## src/pif_defs.svh

```systemverilog
// Purpose: register offsets, bit positions and reset values of the peripheral flag block
// Assumes: 8-bit register port, one core clock
// Notes: included by both ends
`ifndef PIF_DEFS_SVH
`define PIF_DEFS_SVH

// ----------------------------------------
// register offsets
// ----------------------------------------
`define PIF_ADDR_IRQ_CTRL 8'h0b
`define PIF_ADDR_FLAGS_A 8'h0c
`define PIF_ADDR_FLAGS_B 8'h0d
`define PIF_ADDR_ENABLES_A 8'h8c
`define PIF_ADDR_ENABLES_B 8'h8d
`define PIF_ADDR_CAUSE 8'h8e

// ----------------------------------------
// bit positions
// ----------------------------------------
`define PIF_BIT_CONV_DONE 6
`define PIF_BIT_SERIAL 3
`define PIF_BIT_CAPCMP 2
`define PIF_BIT_PERIOD 1
`define PIF_BIT_TIMER_A_OVF 0
`define PIF_BIT_NV_DONE 4
`define PIF_BIT_COLLISION 3
`define PIF_BIT_POWER_ON 1
`define PIF_BIT_BROWNOUT 0
`define PIF_BIT_GLOBAL_EN 7
`define PIF_BIT_GROUP_EN 6

// ----------------------------------------
// masks and reset values
// ----------------------------------------
`define PIF_A_IMPL 8'h4f
`define PIF_B_IMPL 8'h18
`define PIF_B_STORE 8'h59
`define PIF_CAUSE_IMPL 8'h03
`define PIF_CTRL_IMPL 8'hc0
`define PIF_RST_FLAGS 8'h00
`define PIF_RST_ENABLES 8'h00
`define PIF_RST_CTRL 8'h00
`define PIF_RST_CAUSE 8'h01

`endif

```

## src/pif_pkg.sv

```systemverilog
// Purpose: shared types of the peripheral flag block
// Assumes: nothing
// Notes: mode encodings driven by the serial port and capture/compare unit
package pif_pkg;
  typedef enum logic [1:0] {
    PIF_SP_SPI = 2'b00,
    PIF_SP_I2C_SLAVE = 2'b01,
    PIF_SP_I2C_MASTER = 2'b10,
    PIF_SP_OFF = 2'b11
  } pif_sp_mode_t;

  typedef enum logic [1:0] {
    PIF_CC_CAPTURE = 2'b00,
    PIF_CC_COMPARE = 2'b01,
    PIF_CC_PWM = 2'b10,
    PIF_CC_OFF = 2'b11
  } pif_cc_mode_t;
endpackage

```

## src/pif_link_if.sv

```systemverilog
// Purpose: joins the controller end to the flag register end
// Assumes: both ends on core_clk
// Notes: read data returns one cycle after the read strobe
`timescale 1ns/1ps
interface pif_link_if;
  logic [7:0] addr;
  logic [7:0] wdata;
  logic wr;
  logic rd;
  logic [7:0] rdata;
  logic [7:0] clr_a;
  logic [7:0] clr_b;
  logic serial_clr;
  logic irq;

  modport dev (
    input addr,
    input wdata,
    input wr,
    input rd,
    input clr_a,
    input clr_b,
    input serial_clr,
    output rdata,
    output irq
  );

  modport ctl (
    output addr,
    output wdata,
    output wr,
    output rd,
    output clr_a,
    output clr_b,
    output serial_clr,
    input rdata,
    input irq
  );
endinterface

```

## src/pif_flags_dev.sv

```systemverilog
// Purpose: peripheral flag, enable and reset-cause registers with combined request
// Assumes: peripheral event inputs are one-cycle pulses on core_clk
// Notes: hardware set wins over any clear in the same cycle
//
// Our own choice: the strobed register port.
`timescale 1ns/1ps
`include "pif_defs.svh"

// Behaviour
// flags set regardless of any enable
// software clears flag before enabling source
// conversion done sets bit 6, sticky
// reserved bits of first flags written zero
// serial flag on every byte transfer
// master sequence completion sets serial flag
// idle master sees start/stop, sets flag
// service clears serial flag before return; the controller pulses serial_clr the cycle after isr_return
// capture or compare event sets bit 2
// period match sets bit 1, software clears
// timer overflow sets bit 0, software clears
// second enables: bit 4 and 3
// nonvolatile write done sets bit 4
// master bus collision sets bit 3
// second registers unimplemented bits read zero
// power-on reset clears power-on indicator
// brown-out reset clears brown-out indicator
// brown-out indicator meaningless when detection off
// reset-cause bits 7-2 read zero
// group enable gates every peripheral request
// first enables mirror first flags positions
// request when flag and enable both set
// hardware set beats same-cycle clear
module pif_flags_dev
  import pif_pkg::*;
(
  input wire logic core_clk,
  input wire logic rst_n,
  pif_link_if.dev link,
  input wire logic conv_done,
  input wire pif_sp_mode_t sp_mode,
  input wire logic sp_xfer_done,
  input wire logic sp_seq_done,
  input wire logic sp_bus_start_stop,
  input wire logic sp_idle,
  input wire logic sp_collision,
  input wire pif_cc_mode_t cc_mode,
  input wire logic cc_capture,
  input wire logic cc_match,
  input wire logic period_match,
  input wire logic timer_a_overflow,
  input wire logic nv_write_done,
  input wire logic por_event,
  input wire logic bor_event,
  input wire logic brownout_detect_enable,
  output logic periph_irq
);

  // ----------------------------------------
  // storage
  // ----------------------------------------
  logic [7:0] flags_a_reg;
  logic [7:0] flags_a_next;
  logic [7:0] flags_b_reg;
  logic [7:0] flags_b_next;
  logic [7:0] enables_a_reg;
  logic [7:0] enables_b_reg;
  logic [7:0] irq_ctrl_reg;
  logic [7:0] cause_reg;
  logic [7:0] cause_next;
  logic [7:0] rdata_reg;
  logic [7:0] rdata_next;
  logic irq_reg;
  logic irq_next;
  logic [7:0] set_a;
  logic [7:0] set_b;
  logic [7:0] hw_clr_a;
  logic sp_master;
  logic wr_flags_a;
  logic wr_flags_b;
  logic wr_cause;

  // ----------------------------------------
  // hardware set events
  // ----------------------------------------
  assign sp_master = (sp_mode == PIF_SP_I2C_MASTER);

  always_comb begin
    set_a = 8'h00;
    set_b = 8'h00;
    set_a[`PIF_BIT_CONV_DONE] = conv_done;
    set_a[`PIF_BIT_SERIAL] = (sp_xfer_done && sp_mode != PIF_SP_OFF)
      || (sp_master && sp_seq_done)
      || (sp_master && sp_idle && sp_bus_start_stop);
    set_a[`PIF_BIT_CAPCMP] = (cc_mode == PIF_CC_CAPTURE && cc_capture)
      || (cc_mode == PIF_CC_COMPARE && cc_match);
    set_a[`PIF_BIT_PERIOD] = period_match;
    set_a[`PIF_BIT_TIMER_A_OVF] = timer_a_overflow;
    set_b[`PIF_BIT_NV_DONE] = nv_write_done;
    set_b[`PIF_BIT_COLLISION] = sp_master && sp_collision;
  end

  assign wr_flags_a = link.wr && link.addr == `PIF_ADDR_FLAGS_A;
  assign wr_flags_b = link.wr && link.addr == `PIF_ADDR_FLAGS_B;
  assign wr_cause = link.wr && link.addr == `PIF_ADDR_CAUSE;

  // ----------------------------------------
  // flag update, set wins
  // ----------------------------------------
  always_comb begin
    hw_clr_a = link.clr_a;
    hw_clr_a[`PIF_BIT_SERIAL] = link.clr_a[`PIF_BIT_SERIAL] | link.serial_clr;
    if (wr_flags_a) begin
      flags_a_next = link.wdata & `PIF_A_IMPL;
    end else begin
      flags_a_next = flags_a_reg & ~hw_clr_a;
    end
    flags_a_next = flags_a_next | set_a;
    if (wr_flags_b) begin
      flags_b_next = link.wdata & `PIF_B_STORE;
    end else begin
      flags_b_next = flags_b_reg & ~link.clr_b;
    end
    flags_b_next = flags_b_next | set_b;
  end

  always_ff @(posedge core_clk or negedge rst_n) begin
    if (!rst_n) begin
      flags_a_reg <= `PIF_RST_FLAGS;
      flags_b_reg <= `PIF_RST_FLAGS;
    end else begin
      flags_a_reg <= flags_a_next;
      flags_b_reg <= flags_b_next;
    end
  end

  // ----------------------------------------
  // enables and core control
  // ----------------------------------------
  always_ff @(posedge core_clk or negedge rst_n) begin
    if (!rst_n) begin
      enables_a_reg <= `PIF_RST_ENABLES;
      enables_b_reg <= `PIF_RST_ENABLES;
      irq_ctrl_reg <= `PIF_RST_CTRL;
    end else if (link.wr) begin
      if (link.addr == `PIF_ADDR_ENABLES_A) begin
        enables_a_reg <= link.wdata;
      end
      if (link.addr == `PIF_ADDR_ENABLES_B) begin
        enables_b_reg <= link.wdata & `PIF_B_STORE;
      end
      if (link.addr == `PIF_ADDR_IRQ_CTRL) begin
        irq_ctrl_reg <= link.wdata & `PIF_CTRL_IMPL;
      end
    end
  end

  // ----------------------------------------
  // reset cause
  // ----------------------------------------
  always_comb begin
    cause_next = cause_reg;
    if (wr_cause) begin
      cause_next = link.wdata & `PIF_CAUSE_IMPL;
    end
    if (por_event) begin
      cause_next[`PIF_BIT_POWER_ON] = 1'b0;
    end
    if (bor_event && brownout_detect_enable) begin
      cause_next[`PIF_BIT_BROWNOUT] = 1'b0;
    end
  end

  always_ff @(posedge core_clk or negedge rst_n) begin
    if (!rst_n) begin
      cause_reg <= `PIF_RST_CAUSE;
    end else begin
      cause_reg <= cause_next;
    end
  end

  // ----------------------------------------
  // combined request
  // ----------------------------------------
  always_comb begin
    irq_next = irq_ctrl_reg[`PIF_BIT_GLOBAL_EN] && irq_ctrl_reg[`PIF_BIT_GROUP_EN]
      && (|(flags_a_reg & enables_a_reg & `PIF_A_IMPL)
      || |(flags_b_reg & enables_b_reg & `PIF_B_IMPL));
  end

  always_ff @(posedge core_clk or negedge rst_n) begin
    if (!rst_n) begin
      irq_reg <= 1'b0;
    end else begin
      irq_reg <= irq_next;
    end
  end

  // ----------------------------------------
  // read port
  // ----------------------------------------
  always_comb begin
    rdata_next = 8'h00;
    if (link.rd) begin
      case (link.addr)
        `PIF_ADDR_FLAGS_A: begin
          rdata_next = flags_a_reg;
        end
        `PIF_ADDR_FLAGS_B: begin
          rdata_next = flags_b_reg & `PIF_B_STORE;
        end
        `PIF_ADDR_ENABLES_A: begin
          rdata_next = enables_a_reg;
        end
        `PIF_ADDR_ENABLES_B: begin
          rdata_next = enables_b_reg & `PIF_B_STORE;
        end
        `PIF_ADDR_IRQ_CTRL: begin
          rdata_next = irq_ctrl_reg;
        end
        `PIF_ADDR_CAUSE: begin
          rdata_next = cause_reg & `PIF_CAUSE_IMPL;
        end
        default: begin
          rdata_next = 8'h00;
        end
      endcase
    end
  end

  always_ff @(posedge core_clk or negedge rst_n) begin
    if (!rst_n) begin
      rdata_reg <= 8'h00;
    end else begin
      rdata_reg <= rdata_next;
    end
  end

  assign link.rdata = rdata_reg;
  assign link.irq = irq_reg;
  assign periph_irq = irq_reg;

endmodule

```

## src/flat_wrapper.sv

```systemverilog
// flat-port wrapper written by rule: the top's interface ports become plain ports
module pif_flags_dev_flat import pif_pkg::*;
  (core_clk, rst_n, conv_done, sp_mode, sp_xfer_done, sp_seq_done, sp_bus_start_stop, sp_idle, sp_collision, cc_mode, cc_capture, cc_match, period_match, timer_a_overflow, nv_write_done, por_event, bor_event, brownout_detect_enable, periph_irq, link_addr, link_wdata, link_wr, link_rd, link_clr_a, link_clr_b, link_serial_clr, link_rdata, link_irq);
  pif_link_if link_i ();
  input wire logic core_clk;
  input wire logic rst_n;
  input wire logic conv_done;
  input wire pif_sp_mode_t sp_mode;
  input wire logic sp_xfer_done;
  input wire logic sp_seq_done;
  input wire logic sp_bus_start_stop;
  input wire logic sp_idle;
  input wire logic sp_collision;
  input wire pif_cc_mode_t cc_mode;
  input wire logic cc_capture;
  input wire logic cc_match;
  input wire logic period_match;
  input wire logic timer_a_overflow;
  input wire logic nv_write_done;
  input wire logic por_event;
  input wire logic bor_event;
  input wire logic brownout_detect_enable;
  output logic periph_irq;
  input wire logic [$bits(link_i.addr)-1:0] link_addr;
  input wire logic [$bits(link_i.wdata)-1:0] link_wdata;
  input wire logic [$bits(link_i.wr)-1:0] link_wr;
  input wire logic [$bits(link_i.rd)-1:0] link_rd;
  input wire logic [$bits(link_i.clr_a)-1:0] link_clr_a;
  input wire logic [$bits(link_i.clr_b)-1:0] link_clr_b;
  input wire logic [$bits(link_i.serial_clr)-1:0] link_serial_clr;
  output wire logic [$bits(link_i.rdata)-1:0] link_rdata;
  output wire logic [$bits(link_i.irq)-1:0] link_irq;
  assign link_i.addr = link_addr;
  assign link_i.wdata = link_wdata;
  assign link_i.wr = link_wr;
  assign link_i.rd = link_rd;
  assign link_i.clr_a = link_clr_a;
  assign link_i.clr_b = link_clr_b;
  assign link_i.serial_clr = link_serial_clr;
  assign link_rdata = link_i.rdata;
  assign link_irq = link_i.irq;
  pif_flags_dev u_core (.core_clk(core_clk), .rst_n(rst_n), .link(link_i), .conv_done(conv_done), .sp_mode(sp_mode), .sp_xfer_done(sp_xfer_done), .sp_seq_done(sp_seq_done), .sp_bus_start_stop(sp_bus_start_stop), .sp_idle(sp_idle), .sp_collision(sp_collision), .cc_mode(cc_mode), .cc_capture(cc_capture), .cc_match(cc_match), .period_match(period_match), .timer_a_overflow(timer_a_overflow), .nv_write_done(nv_write_done), .por_event(por_event), .bor_event(bor_event), .brownout_detect_enable(brownout_detect_enable), .periph_irq(periph_irq));
endmodule
```

## config.mk

```make
export PLATFORM = sky130hd
export DESIGN_NAME = pif_flags_dev_flat
export DESIGN_NICKNAME = d
export VERILOG_FILES = /design/src/pif_pkg.sv /design/src/pif_link_if.sv /design/src/pif_flags_dev.sv /design/src/flat_wrapper.sv
export VERILOG_INCLUDE_DIRS = /design/src
export SDC_FILE = /design/constraint.sdc
export NUM_CORES = 1
export LEC_CHECK = 0
export ABC_CLOCK_PERIOD_IN_PS = 2200
export BUFFER_PORTS_ARGS = -buffer_cell sky130_fd_sc_hd__buf_4
export CAP_MARGIN = 15
export CORE_ASPECT_RATIO = 1.2
export CORE_UTILIZATION = 55
export CTS_BUF_LIST = sky130_fd_sc_hd__clkbuf_4 sky130_fd_sc_hd__clkbuf_8
export CTS_CLUSTER_DIAMETER = 150
export CTS_CLUSTER_SIZE = 25
export DETAILED_ROUTE_END_ITERATION = 12
export PLACE_DENSITY = 0.95
export SETUP_SLACK_MARGIN = 0.3
export SKIP_CTS_REPAIR_TIMING = 1
export SLEW_MARGIN = 20
export SYNTH_ARGS = -nofsm -noshare
export SYNTH_HDL_FRONTEND = slang
export SYNTH_SLANG_ARGS = --single-unit
```

## constraint.sdc

```tcl
create_clock -name core_clk -period 2.2 [get_ports core_clk]
set_input_delay 0.11 -clock core_clk [delete_from_list [all_inputs] [get_ports core_clk]]
set_output_delay 0.11 -clock core_clk [all_outputs]
set_load 0.01 [all_outputs]
```

==> impl_metrics.tcl, run 1 <==
set metrics [dict create \
    nNetsFinal 277 \
    grt_max_degree 38 \
    final.setup.tns_ps 0 \
    drive_gt1_share_pct 44.4 \
    comb_power_share_pct 14.3 \
    synthTopCellsByCount "dfrtp_1 (36), mux2_2 (15), nand2_1 (10), nor3b_1 (9), mux2i_1 (6)" \
    fin_crit_sh_pct 81.0 \
    vdd_ir_drop_max_mv 0.671 \
    cts_max_path_buffers 2 \
    synth-seq-cells 37 \
    synth_warnings 0 \
    die_w_um 54.1 \
    rr_worst_depth 3 \
    seq_power_share_pct 50.5 \
    regToRegEndpoint "u_core.flags_b_reg[4]$_DFF_PN0_" \
    grt_pass1_wl_mm 6.95 \
    grt_pass1_vias 1547 \
    first_pass_iters 5 \
    min_from "cc_mode[1]" \
    worstMarginPinSlew_ps 693 \
    grt-ovfl-total 0 \
    rr_startpoint "u_core.flags_b_reg[4]$_DFF_PN0_" \
    arrival_ps 2010 \
    hpwlAfterDp_mm 3.26 \
    seq_area_frac_synth_pct 51.7 \
    final_antenna_net_count 0 \
    fin_crit_ps 1780 \
    row_count 22 \
    synth_cells 139 \
    clock_power_share_pct 35.3 \
    rsz0062_at_grt "no" \
    p_sw_share_pct 22.3 \
    timing.final.max_slew_violations 0 \
    clock_sinks 37 \
    drc 0 \
    fin_worst_skew_ps 6.46 \
    endpoint_kind "flop" \
    synth.most_common_cell "dfrtp_1" \
    cp_max_fo 8 \
    syn_area_per_cell_sq_um 12.9 \
    cts_tree "done" \
    cts_buffers 5 \
    endpoint "u_core.flags_b_reg[4]$_DFF_PN0_" \
    nFillCells 159 \
    fin_util_pct 82.3 \
    leakagePower_nw 1.23 \
    critPathKind "primary input to flop" \
    die_h_um 64.5 \
    cp.required_ps 2430 \
    via_per_inst 6.04 \
    relSlewSlack_pct 53.8 \
    first_iter_violations 50 \
    hold_path_class "primary input to flop" \
    syn_area_sq_um 1790 \
    synthArstFlopShare_pct 100 \
    io-pin-count 65 \
    finalHoldViolCount 0 \
    synth_area_leaders "dfrtp_1 (50%), mux2_2 (9.4%), nor3b_1 (3.8%), mux4_2 (3.8%), mux2i_1 (3.4%)" \
    track_usage_pct 29.0 \
    ys_types 40 \
    maxCapViolations 0 \
    n_antenna_cell 0 \
    finalSetupViolCount 0 \
    synth_edf_count 0 \
    outcome "complete, no violations" \
    fmax_mhz 561 \
    start_util_pct 58.1 \
    intPower_w 0.00111 \
    synth_top_cell_by_area "dfrtp_1" \
    cts_max_level 2 \
    gp_congestion 0.826 \
    clk_pin_slew_worst_paths_ps 110 \
    clk_latency_ps 340 \
    regToRegSetupSlack_ps 700 \
    area.growth.synth_to_final_pct 41.6 \
    vias 1565 \
    ys_dominant_reg_cell "dfrtp_1" \
    switching_power_w 0.000319 \
    p_per_area_nw_per_um2 563 \
    dieArea_sq_um 3490 \
    coreArea_sq_um 3080 \
    clockRootBuffer "clkbuf_4" \
    wl_mm 4.98 \
    synth_fp_nets 194 \
    synth_top_area_share_pct 50.3 \
    detail_route.wl_per_cell_um 19.2 \
    critPathLaunchType "primary input" \
    antenna_found_initial 0 \
    crit_start "link_addr[5]" \
    io_buffers 60 \
]
placed cells by master (no fill, tap or decap), drive strengths merged:
cell type	Yosys	layout
a21oi	4	4
a222oi	1	1
nor4	2	2
nand2b	5	5
buf	4	62
nor4bb	1	1
nor2	6	6
o2111ai	1	1
o221ai	2	2
mux2i	6	6
nand3b	2	2
o21ai	2	2
and3	1	1
nand3	1	1
dfrtp	36	36
and4	1	1
clkbuf	0	7
inv	2	2
a21o	1	1
a211o	5	5
or2	1	1
or3	1	1
bufinv	0	1
a22oi	4	4
a31oi	1	1
nor3b	9	9
dfstp	1	1
nand2	10	10
or4	2	2
a2bb2oi	1	1
dlygate4sd3	0	18
nor4b	1	1
mux2	15	15
mux4	4	4
nor3	5	5
a21boi	1	1
worst max-delay path: stages:
cell and delay [ps]:
buf_4 110, or3_2 500, nor3_2 190, buf_4 200
nor3b_1 70, a211o_1 260, dlygate4sd3_1 560
area by class of cell:
type / count / area, sq um / area share (%)
Sequential cell: 37 / 927 / 36.6
Timing Repair Buffer: 80 / 646 / 25.5
Multi-Input combinational cell: 96 / 822 / 32.4
Clock inverter: 1 / 30.0 / 1.18
Tap cell: 36 / 45.0 / 1.78
Clock buffer: 7 / 58.8 / 2.32
Inverter: 2 / 7.51 / 0.296
routing by layer:
metal	share of wire (%)	routed length [um]	global-route usage, %
met1	36	1790	30.0
met5	0	0	0
met3	5.5	272	8.69
met2	55	2730	49.7
met4	3.8	190	17.0
power groups by stage:
stage | logic (W) | registers, W | clock network (W)
2_1_floorplan | 0.0000700 | 0.000726 | 0
3_3_place_gp | 0.000164 | 0.000731 | 0
3_5_place_dp | 0.000173 | 0.000733 | 0
4_1_cts | 0.000175 | 0.000720 | 0.000506
5_1_grt | 0.000218 | 0.000722 | 0.000542
6_report | 0.000204 | 0.000721 | 0.000504
metrics by stage:
stage               hold slack (ps)  total power, W  instances  setup slack (ps)  instance area [sq um]
floorplan                      -186        0.000796        139               599                   1790
global placement               81.4        0.000895        233               415                   2270
finish                         11.8         0.00143        259               418                   2540
detailed placement             90.0        0.000907        233               372                   2270
CTS                            -283         0.00140        241               740                   2360
global route                   3.45         0.00148        259               411                   2540
cell families (layout without fill, tap and decap cells):
logic type	count (synthesis)	after routing	share of synthesized area (%)
muxes	25	25	18.0
and+or+nand+nor	48	48	18.2
DFF	37	37	51.7
AOI/OAI and AO/OA	23	23	9.71
buffers and inverters	6	90	2.37
worst min path at each step:
| stage | to | slack, ps | cells past startpoint |
|---|---|---|---|
| after floorplan | u_core.cause_reg[1]$_DFFE_PN0P_ | -190 | 0 |
| after global placement | u_core.flags_a_reg[0]$_DFF_PN0_ | 80 | 1 |
| after detailed placement | u_core.flags_a_reg[1]$_DFF_PN0_ | 90 | 1 |
| after CTS | u_core.flags_a_reg[1]$_DFF_PN0_ | -280 | 1 |
| after global routing | u_core.flags_a_reg[2]$_DFF_PN0_ | 3 | 2 |
| final | u_core.flags_a_reg[2]$_DFF_PN0_ | 10 | 2 |
No activity file was read; power rests on OpenSTA's default activity.
==> inputs of run 2 (changes only) <==
Settings changed: ABC_CLOCK_PERIOD_IN_PS 2200 to 1600, CORE_UTILIZATION 55 to 46, PLACE_DENSITY 0.95 to 0.89.
Clock period 2.2 ns to 1.6 ns, I/O delays scaled along.
==> run 2 against run 1 <==
  * First-iteration DRC count unchanged
  * Clock power up 42%
  * Clock skew up 4.4 ps
  * Combinational power up 37%
  * Power up 39%
  * Clock-buffer cell count up 1
  * Register-to-register slack worse by 350 ps
  * Global-route usage down 5.8 points
  * Highest routed layer unchanged
  * Flip-flop and latch count unchanged
  * Sequential share of layout area down 1.4 points
  * Utilization down 11 points
  * Sequential power up 38%
  * Largest power group unchanged
==> impl_metrics.tcl, run 2 (synthesized netlist as in run 1, its figures left out) <==
set metrics [dict create \
    outcome "complete, no violations" \
    fmax_mhz 707 \
    regToRegSetupSlack_ps 350 \
    drive_gt1_share_pct 50.9 \
    start_util_pct 48.5 \
    io_buffers 60 \
    wl_mm 4.71 \
    p_per_area_nw_per_um2 753 \
    endpoint_kind "flop" \
    io-pin-count 65 \
    vias 1567 \
    endpoint "u_core.enables_a_reg[0]$_DFFE_PN0P_" \
    relSlewSlack_pct 69.4 \
    detail_route.wl_per_cell_um 16.8 \
    cts_buffers 5 \
    coreArea_sq_um 3690 \
    final_antenna_net_count 0 \
    critPathLaunchType "primary input" \
    fin_crit_sh_pct 88.3 \
    mostFrequentLayoutCell "buf_4" \
    vdd_ir_drop_max_mv 0.561 \
    dpl_cell_area_sq_um 2370 \
    track_usage_pct 23.2 \
    critPathKind "primary input to flop" \
    cts_max_level 2 \
    crit_start "link_addr[5]" \
    rsz0062_at_grt "yes" \
    antenna_found_initial 0 \
    nNetsFinal 282 \
    clk_latency_ps 300 \
    area.growth.synth_to_final_pct 47.1 \
    first_iter_violations 50 \
    cp.required_ps 1770 \
    grt_pass1_vias 1522 \
    final_area_sq_um 2640 \
    rr_startpoint "u_core.enables_a_reg[6]$_DFFE_PN0P_" \
    n_antenna_cell 0 \
    first_pass_iters 4 \
    power_w 0.00199 \
    finalHoldViolCount 0 \
    finalSetupViolCount 0 \
    grt_pass1_wl_mm 7.02 \
    fin_worst_skew_ps 10.8 \
    die_h_um 70.4 \
    leakagePower_nw 1.28 \
    via_per_inst 5.60 \
    cts_tree "done" \
    row_count 24 \
    die_w_um 59.0 \
    nFillCells 256 \
    final_cell_mix "buf_4 (71), dfrtp_1 (36), mux2_2 (13), dlygate4sd3_1 (11), nand2_1 (10)" \
    gp_congestion 0.798 \
    clock_sinks 37 \
    maxCapViolations 0 \
    timing.final.max_slew_violations 0 \
    multiInputGateArea_sq_um 862 \
    cp_max_fo 8 \
    fin_util_pct 71.4 \
    regArea_sq_um 927 \
    clk_pin_slew_worst_paths_ps 70 \
    hpwlAfterDp_mm 3.25 \
    fin_crit_ps 1410 \
    grt-ovfl-total 0 \
    cts_max_path_buffers 2 \
    rr_worst_depth 3 \
    drc 0 \
    worstMarginPinSlew_ps 460 \
    dieArea_sq_um 4150 \
    regToRegEndpoint "u_core.link.rdata[6]$_DFF_PN0_" \
    hold_path_class "primary input to flop" \
    clockRootBuffer "clkbuf_8" \
    grt_max_degree 38 \
    arrival_ps 1590 \
]
[run 2: cell types whose count changed in the layout (fill, tap and decap cells not counted), sizes merged]
cell / delta
bufinv: -1
dlygate4sd3: -7
buf: +12
clkbuf: +1
[run 2: layout make-up]
| cell class | instances | share of cell area, % |
|---|---|---|
| timing repair buffer | 85 | 25.7 |
| clock buffer | 8 | 3.70 |
| inverter | 2 | 0.285 |
| multi-input combinational | 96 | 32.7 |
| sequential | 37 | 35.2 |
| tap | 52 | 2.47 |
[run 2: how the worst min path moves through the flow]
stage                              from                                  end  slack (ps)  cells past startpoint
after floorplan                   rst_n      u_core.cause_reg[1]$_DFFE_PN0P_        -220                      0
after global placement            rst_n      u_core.flags_a_reg[4]$_DFF_PN0_          60                      1
after detailed placement          rst_n  u_core.enables_a_reg[4]$_DFFE_PN0P_          70                      1
after CTS                         rst_n   u_core.irq_ctrl_reg[6]$_DFFE_PN0P_        -250                      1
after global routing      link_wdata[5]  u_core.enables_a_reg[5]$_DFFE_PN0P_          10                      2
final                     link_wdata[5]  u_core.enables_a_reg[5]$_DFFE_PN0P_          20                      2
[run 2: critical path, cell delays in order]
cell and delay, ps:
buf_6 90, or4_4 580, or2_4 290, nor2_8 180, mux2_2 370
[run 2: power by group]
| group | total, W | switching [W] | internal [W] |
|---|---|---|---|
| sequential | 0.000993 | 0.0000262 | 0.000967 |
| combinational | 0.000279 | 0.000110 | 0.000170 |
| clock | 0.000714 | 0.000329 | 0.000385 |
| total | 0.00199 | 0.000465 | 0.00152 |
[run 2: per-layer routing]
metal,routed length (um),track usage [%]
met1,1790,25.8
met2,2470,41.0
met3,335,8.52
met4,108,5.82
met5,0,0
[run 2: through the flow]
stage               setup WS (ps)  hold WS, ps  setup TNS (ps)  instances
finish                        187         16.9               0        280
detailed placement           -115         65.1           -1400        258
global placement            -78.3         64.7           -1160        258
global route                  183         12.2               0        280
CTS                           176         -254               0        266
floorplan                    72.1         -216               0        139
==> inputs of run 3 (changes only) <==
Settings changed: CORE_UTILIZATION 46 to 35, PLACE_DENSITY 0.89 to 0.73.
==> run 3 against run 2 <==
  * Register-to-register slack better by 30 ps
  * Clock-buffer cell count is 1 lower
  * Global-route usage decreased by 6.2 points
  * Clock power fell by 7.8%
  * Die area grew 30%
  * Power is 3.2% lower
  * Wire length is 10% lower
  * Final cell count is 2.5% higher
  * Cell area increased by 0.62%
  * Sequential power hardly changed
  * Largest cell class unchanged
==> impl_metrics.tcl, run 3 (synthesized netlist as in run 1, its figures left out) <==
set metrics [dict create \
    dieArea_sq_um 5410 \
    drc 0 \
    cts_max_level 2 \
    first_pass_iters 4 \
    finalSetupViolCount 0 \
    io_buffers 60 \
    worstMarginPinSlew_ps 454 \
    fin_crit_sh_pct 88.8 \
    die_w_um 67.3 \
    final.setup.tns_ps 0 \
    regArea_sq_um 927 \
    vias 1489 \
    cts_buffers 5 \
    start_util_pct 36.3 \
    hpwlAfterDp_mm 3.17 \
    antenna_found_initial 0 \
    io-pin-count 65 \
    final_antenna_net_count 0 \
    cts_max_path_buffers 2 \
    endpoint_kind "flop" \
    row_count 28 \
    critPathLaunchType "primary input" \
    dp.cells 267 \
    fin_crit_ps 1420 \
    clk_pin_slew_worst_paths_ps 60 \
    coreArea_sq_um 4940 \
    nFillCells 450 \
    grt_pass1_vias 1411 \
    timing.final.max_slew_violations 0 \
    finalHoldViolCount 0 \
    grt_pass1_wl_mm 6.60 \
    clock_sinks 37 \
    p_per_area_nw_per_um2 724 \
    grt_max_degree 38 \
    cp_max_fo 8 \
    vdd_ir_drop_max_mv 0.356 \
    cts_tree "done" \
    final_cell_mix "buf_4 (71), dfrtp_1 (36), dlygate4sd3_1 (11), mux2_2 (10), nand2_1 (9)" \
    relSlewSlack_pct 69.7 \
    hold_path_class "primary input to flop" \
    n_antenna_cell 0 \
    outcome "complete, no violations" \
    clk_latency_ps 280 \
    critPathKind "primary input to flop" \
    multiInputGateArea_sq_um 876 \
    fmax_mhz 704 \
    cp.required_ps 1770 \
    detail_route.wl_per_cell_um 14.7 \
    via_per_inst 5.19 \
    rr_worst_depth 3 \
    grt-ovfl-total 0 \
    first_iter_violations 64 \
    fin_worst_skew_ps 4.07 \
    area.growth.synth_to_final_pct 48.0 \
    rsz0062_at_grt "yes" \
    wl_mm 4.22 \
    gp_congestion 0.760 \
    drive_gt1_share_pct 51.5 \
    mostFrequentLayoutCell "buf_4" \
    nNetsFinal 282 \
    min_path_cells 3 \
    leakagePower_nw 1.28 \
    arrival_ps 1590 \
    die_h_um 80.4 \
    track_usage_pct 17.0 \
    maxCapViolations 0 \
    layout.cells.non_filler 287 \
    power_w 0.00192 \
    clockRootBuffer "clkbuf_8" \
]
run 3: cell count changes in the layout (fill, tap and decap cells not counted), sizes merged:
cell,change
clkbuf,-1
run 3: worst paths after layout:
check / endpoint / slack, ps / from
max: u_core.enables_a_reg[4]$_DFFE_PN0P_ / 180 / link_addr[0]
min: u_core.flags_a_reg[2]$_DFF_PN0_ / 20 / link_wdata[2]
max reg2reg: u_core.link.rdata[6]$_DFF_PN0_ / 380 / u_core.flags_a_reg[6]$_DFF_PN0_
min reg2reg: u_core.enables_a_reg[7]$_DFFE_PN0P_ / 520 / u_core.enables_a_reg[7]$_DFFE_PN0P_
max in group asynchronous: u_core.cause_reg[0]$_DFFE_PN1P_ / 980 / rst_n
min in group asynchronous: u_core.link.rdata[3]$_DFF_PN0_ / 290 / rst_n
run 3: critical path: stages:
cell and delay, ps:
buf_6 100, or4_4 570, or2_4 280, nor2_8 200, mux2_2 360
run 3: through the flow:
stage	instance area (sq um)	hold slack [ps]	setup WS [ps]	utilization [%]
2_1_floorplan	1810	-216	72.1	-
4_1_cts	2480	-238	191	50.2
5_1_grt	2650	13.7	169	53.7
6_report	2650	16.2	179	53.7
3_3_place_gp	2390	64.9	-92.1	48.3
3_5_place_dp	2390	70.8	-114	48.3
run 3: report_power, final:
| part | internal [W] | switching (W) |
|---|---|---|
| Combinational | 0.000171 | 0.000100 |
| Sequential | 0.000967 | 0.0000259 |
| Clock | 0.000358 | 0.000300 |
run 3: final cells by class:
type                    instances  area share (%)
clock buffers                   7            3.40
inverters                       2           0.283
multi-input cells              96            33.0
flip-flops and latches         37            35.0
well taps                      60            2.83
repair buffers                 85            25.5
run 3: metal layers:
layer | vias up | wire [um] | global-route usage (%)
met4 | 0 | 96 | 7.23
met2 | 53 | 2070 | 27.5
li1 | 698 | - | -
met1 | 727 | 1820 | 20.9
met5 | - | 0 | 0
met3 | 11 | 226 | 4.55
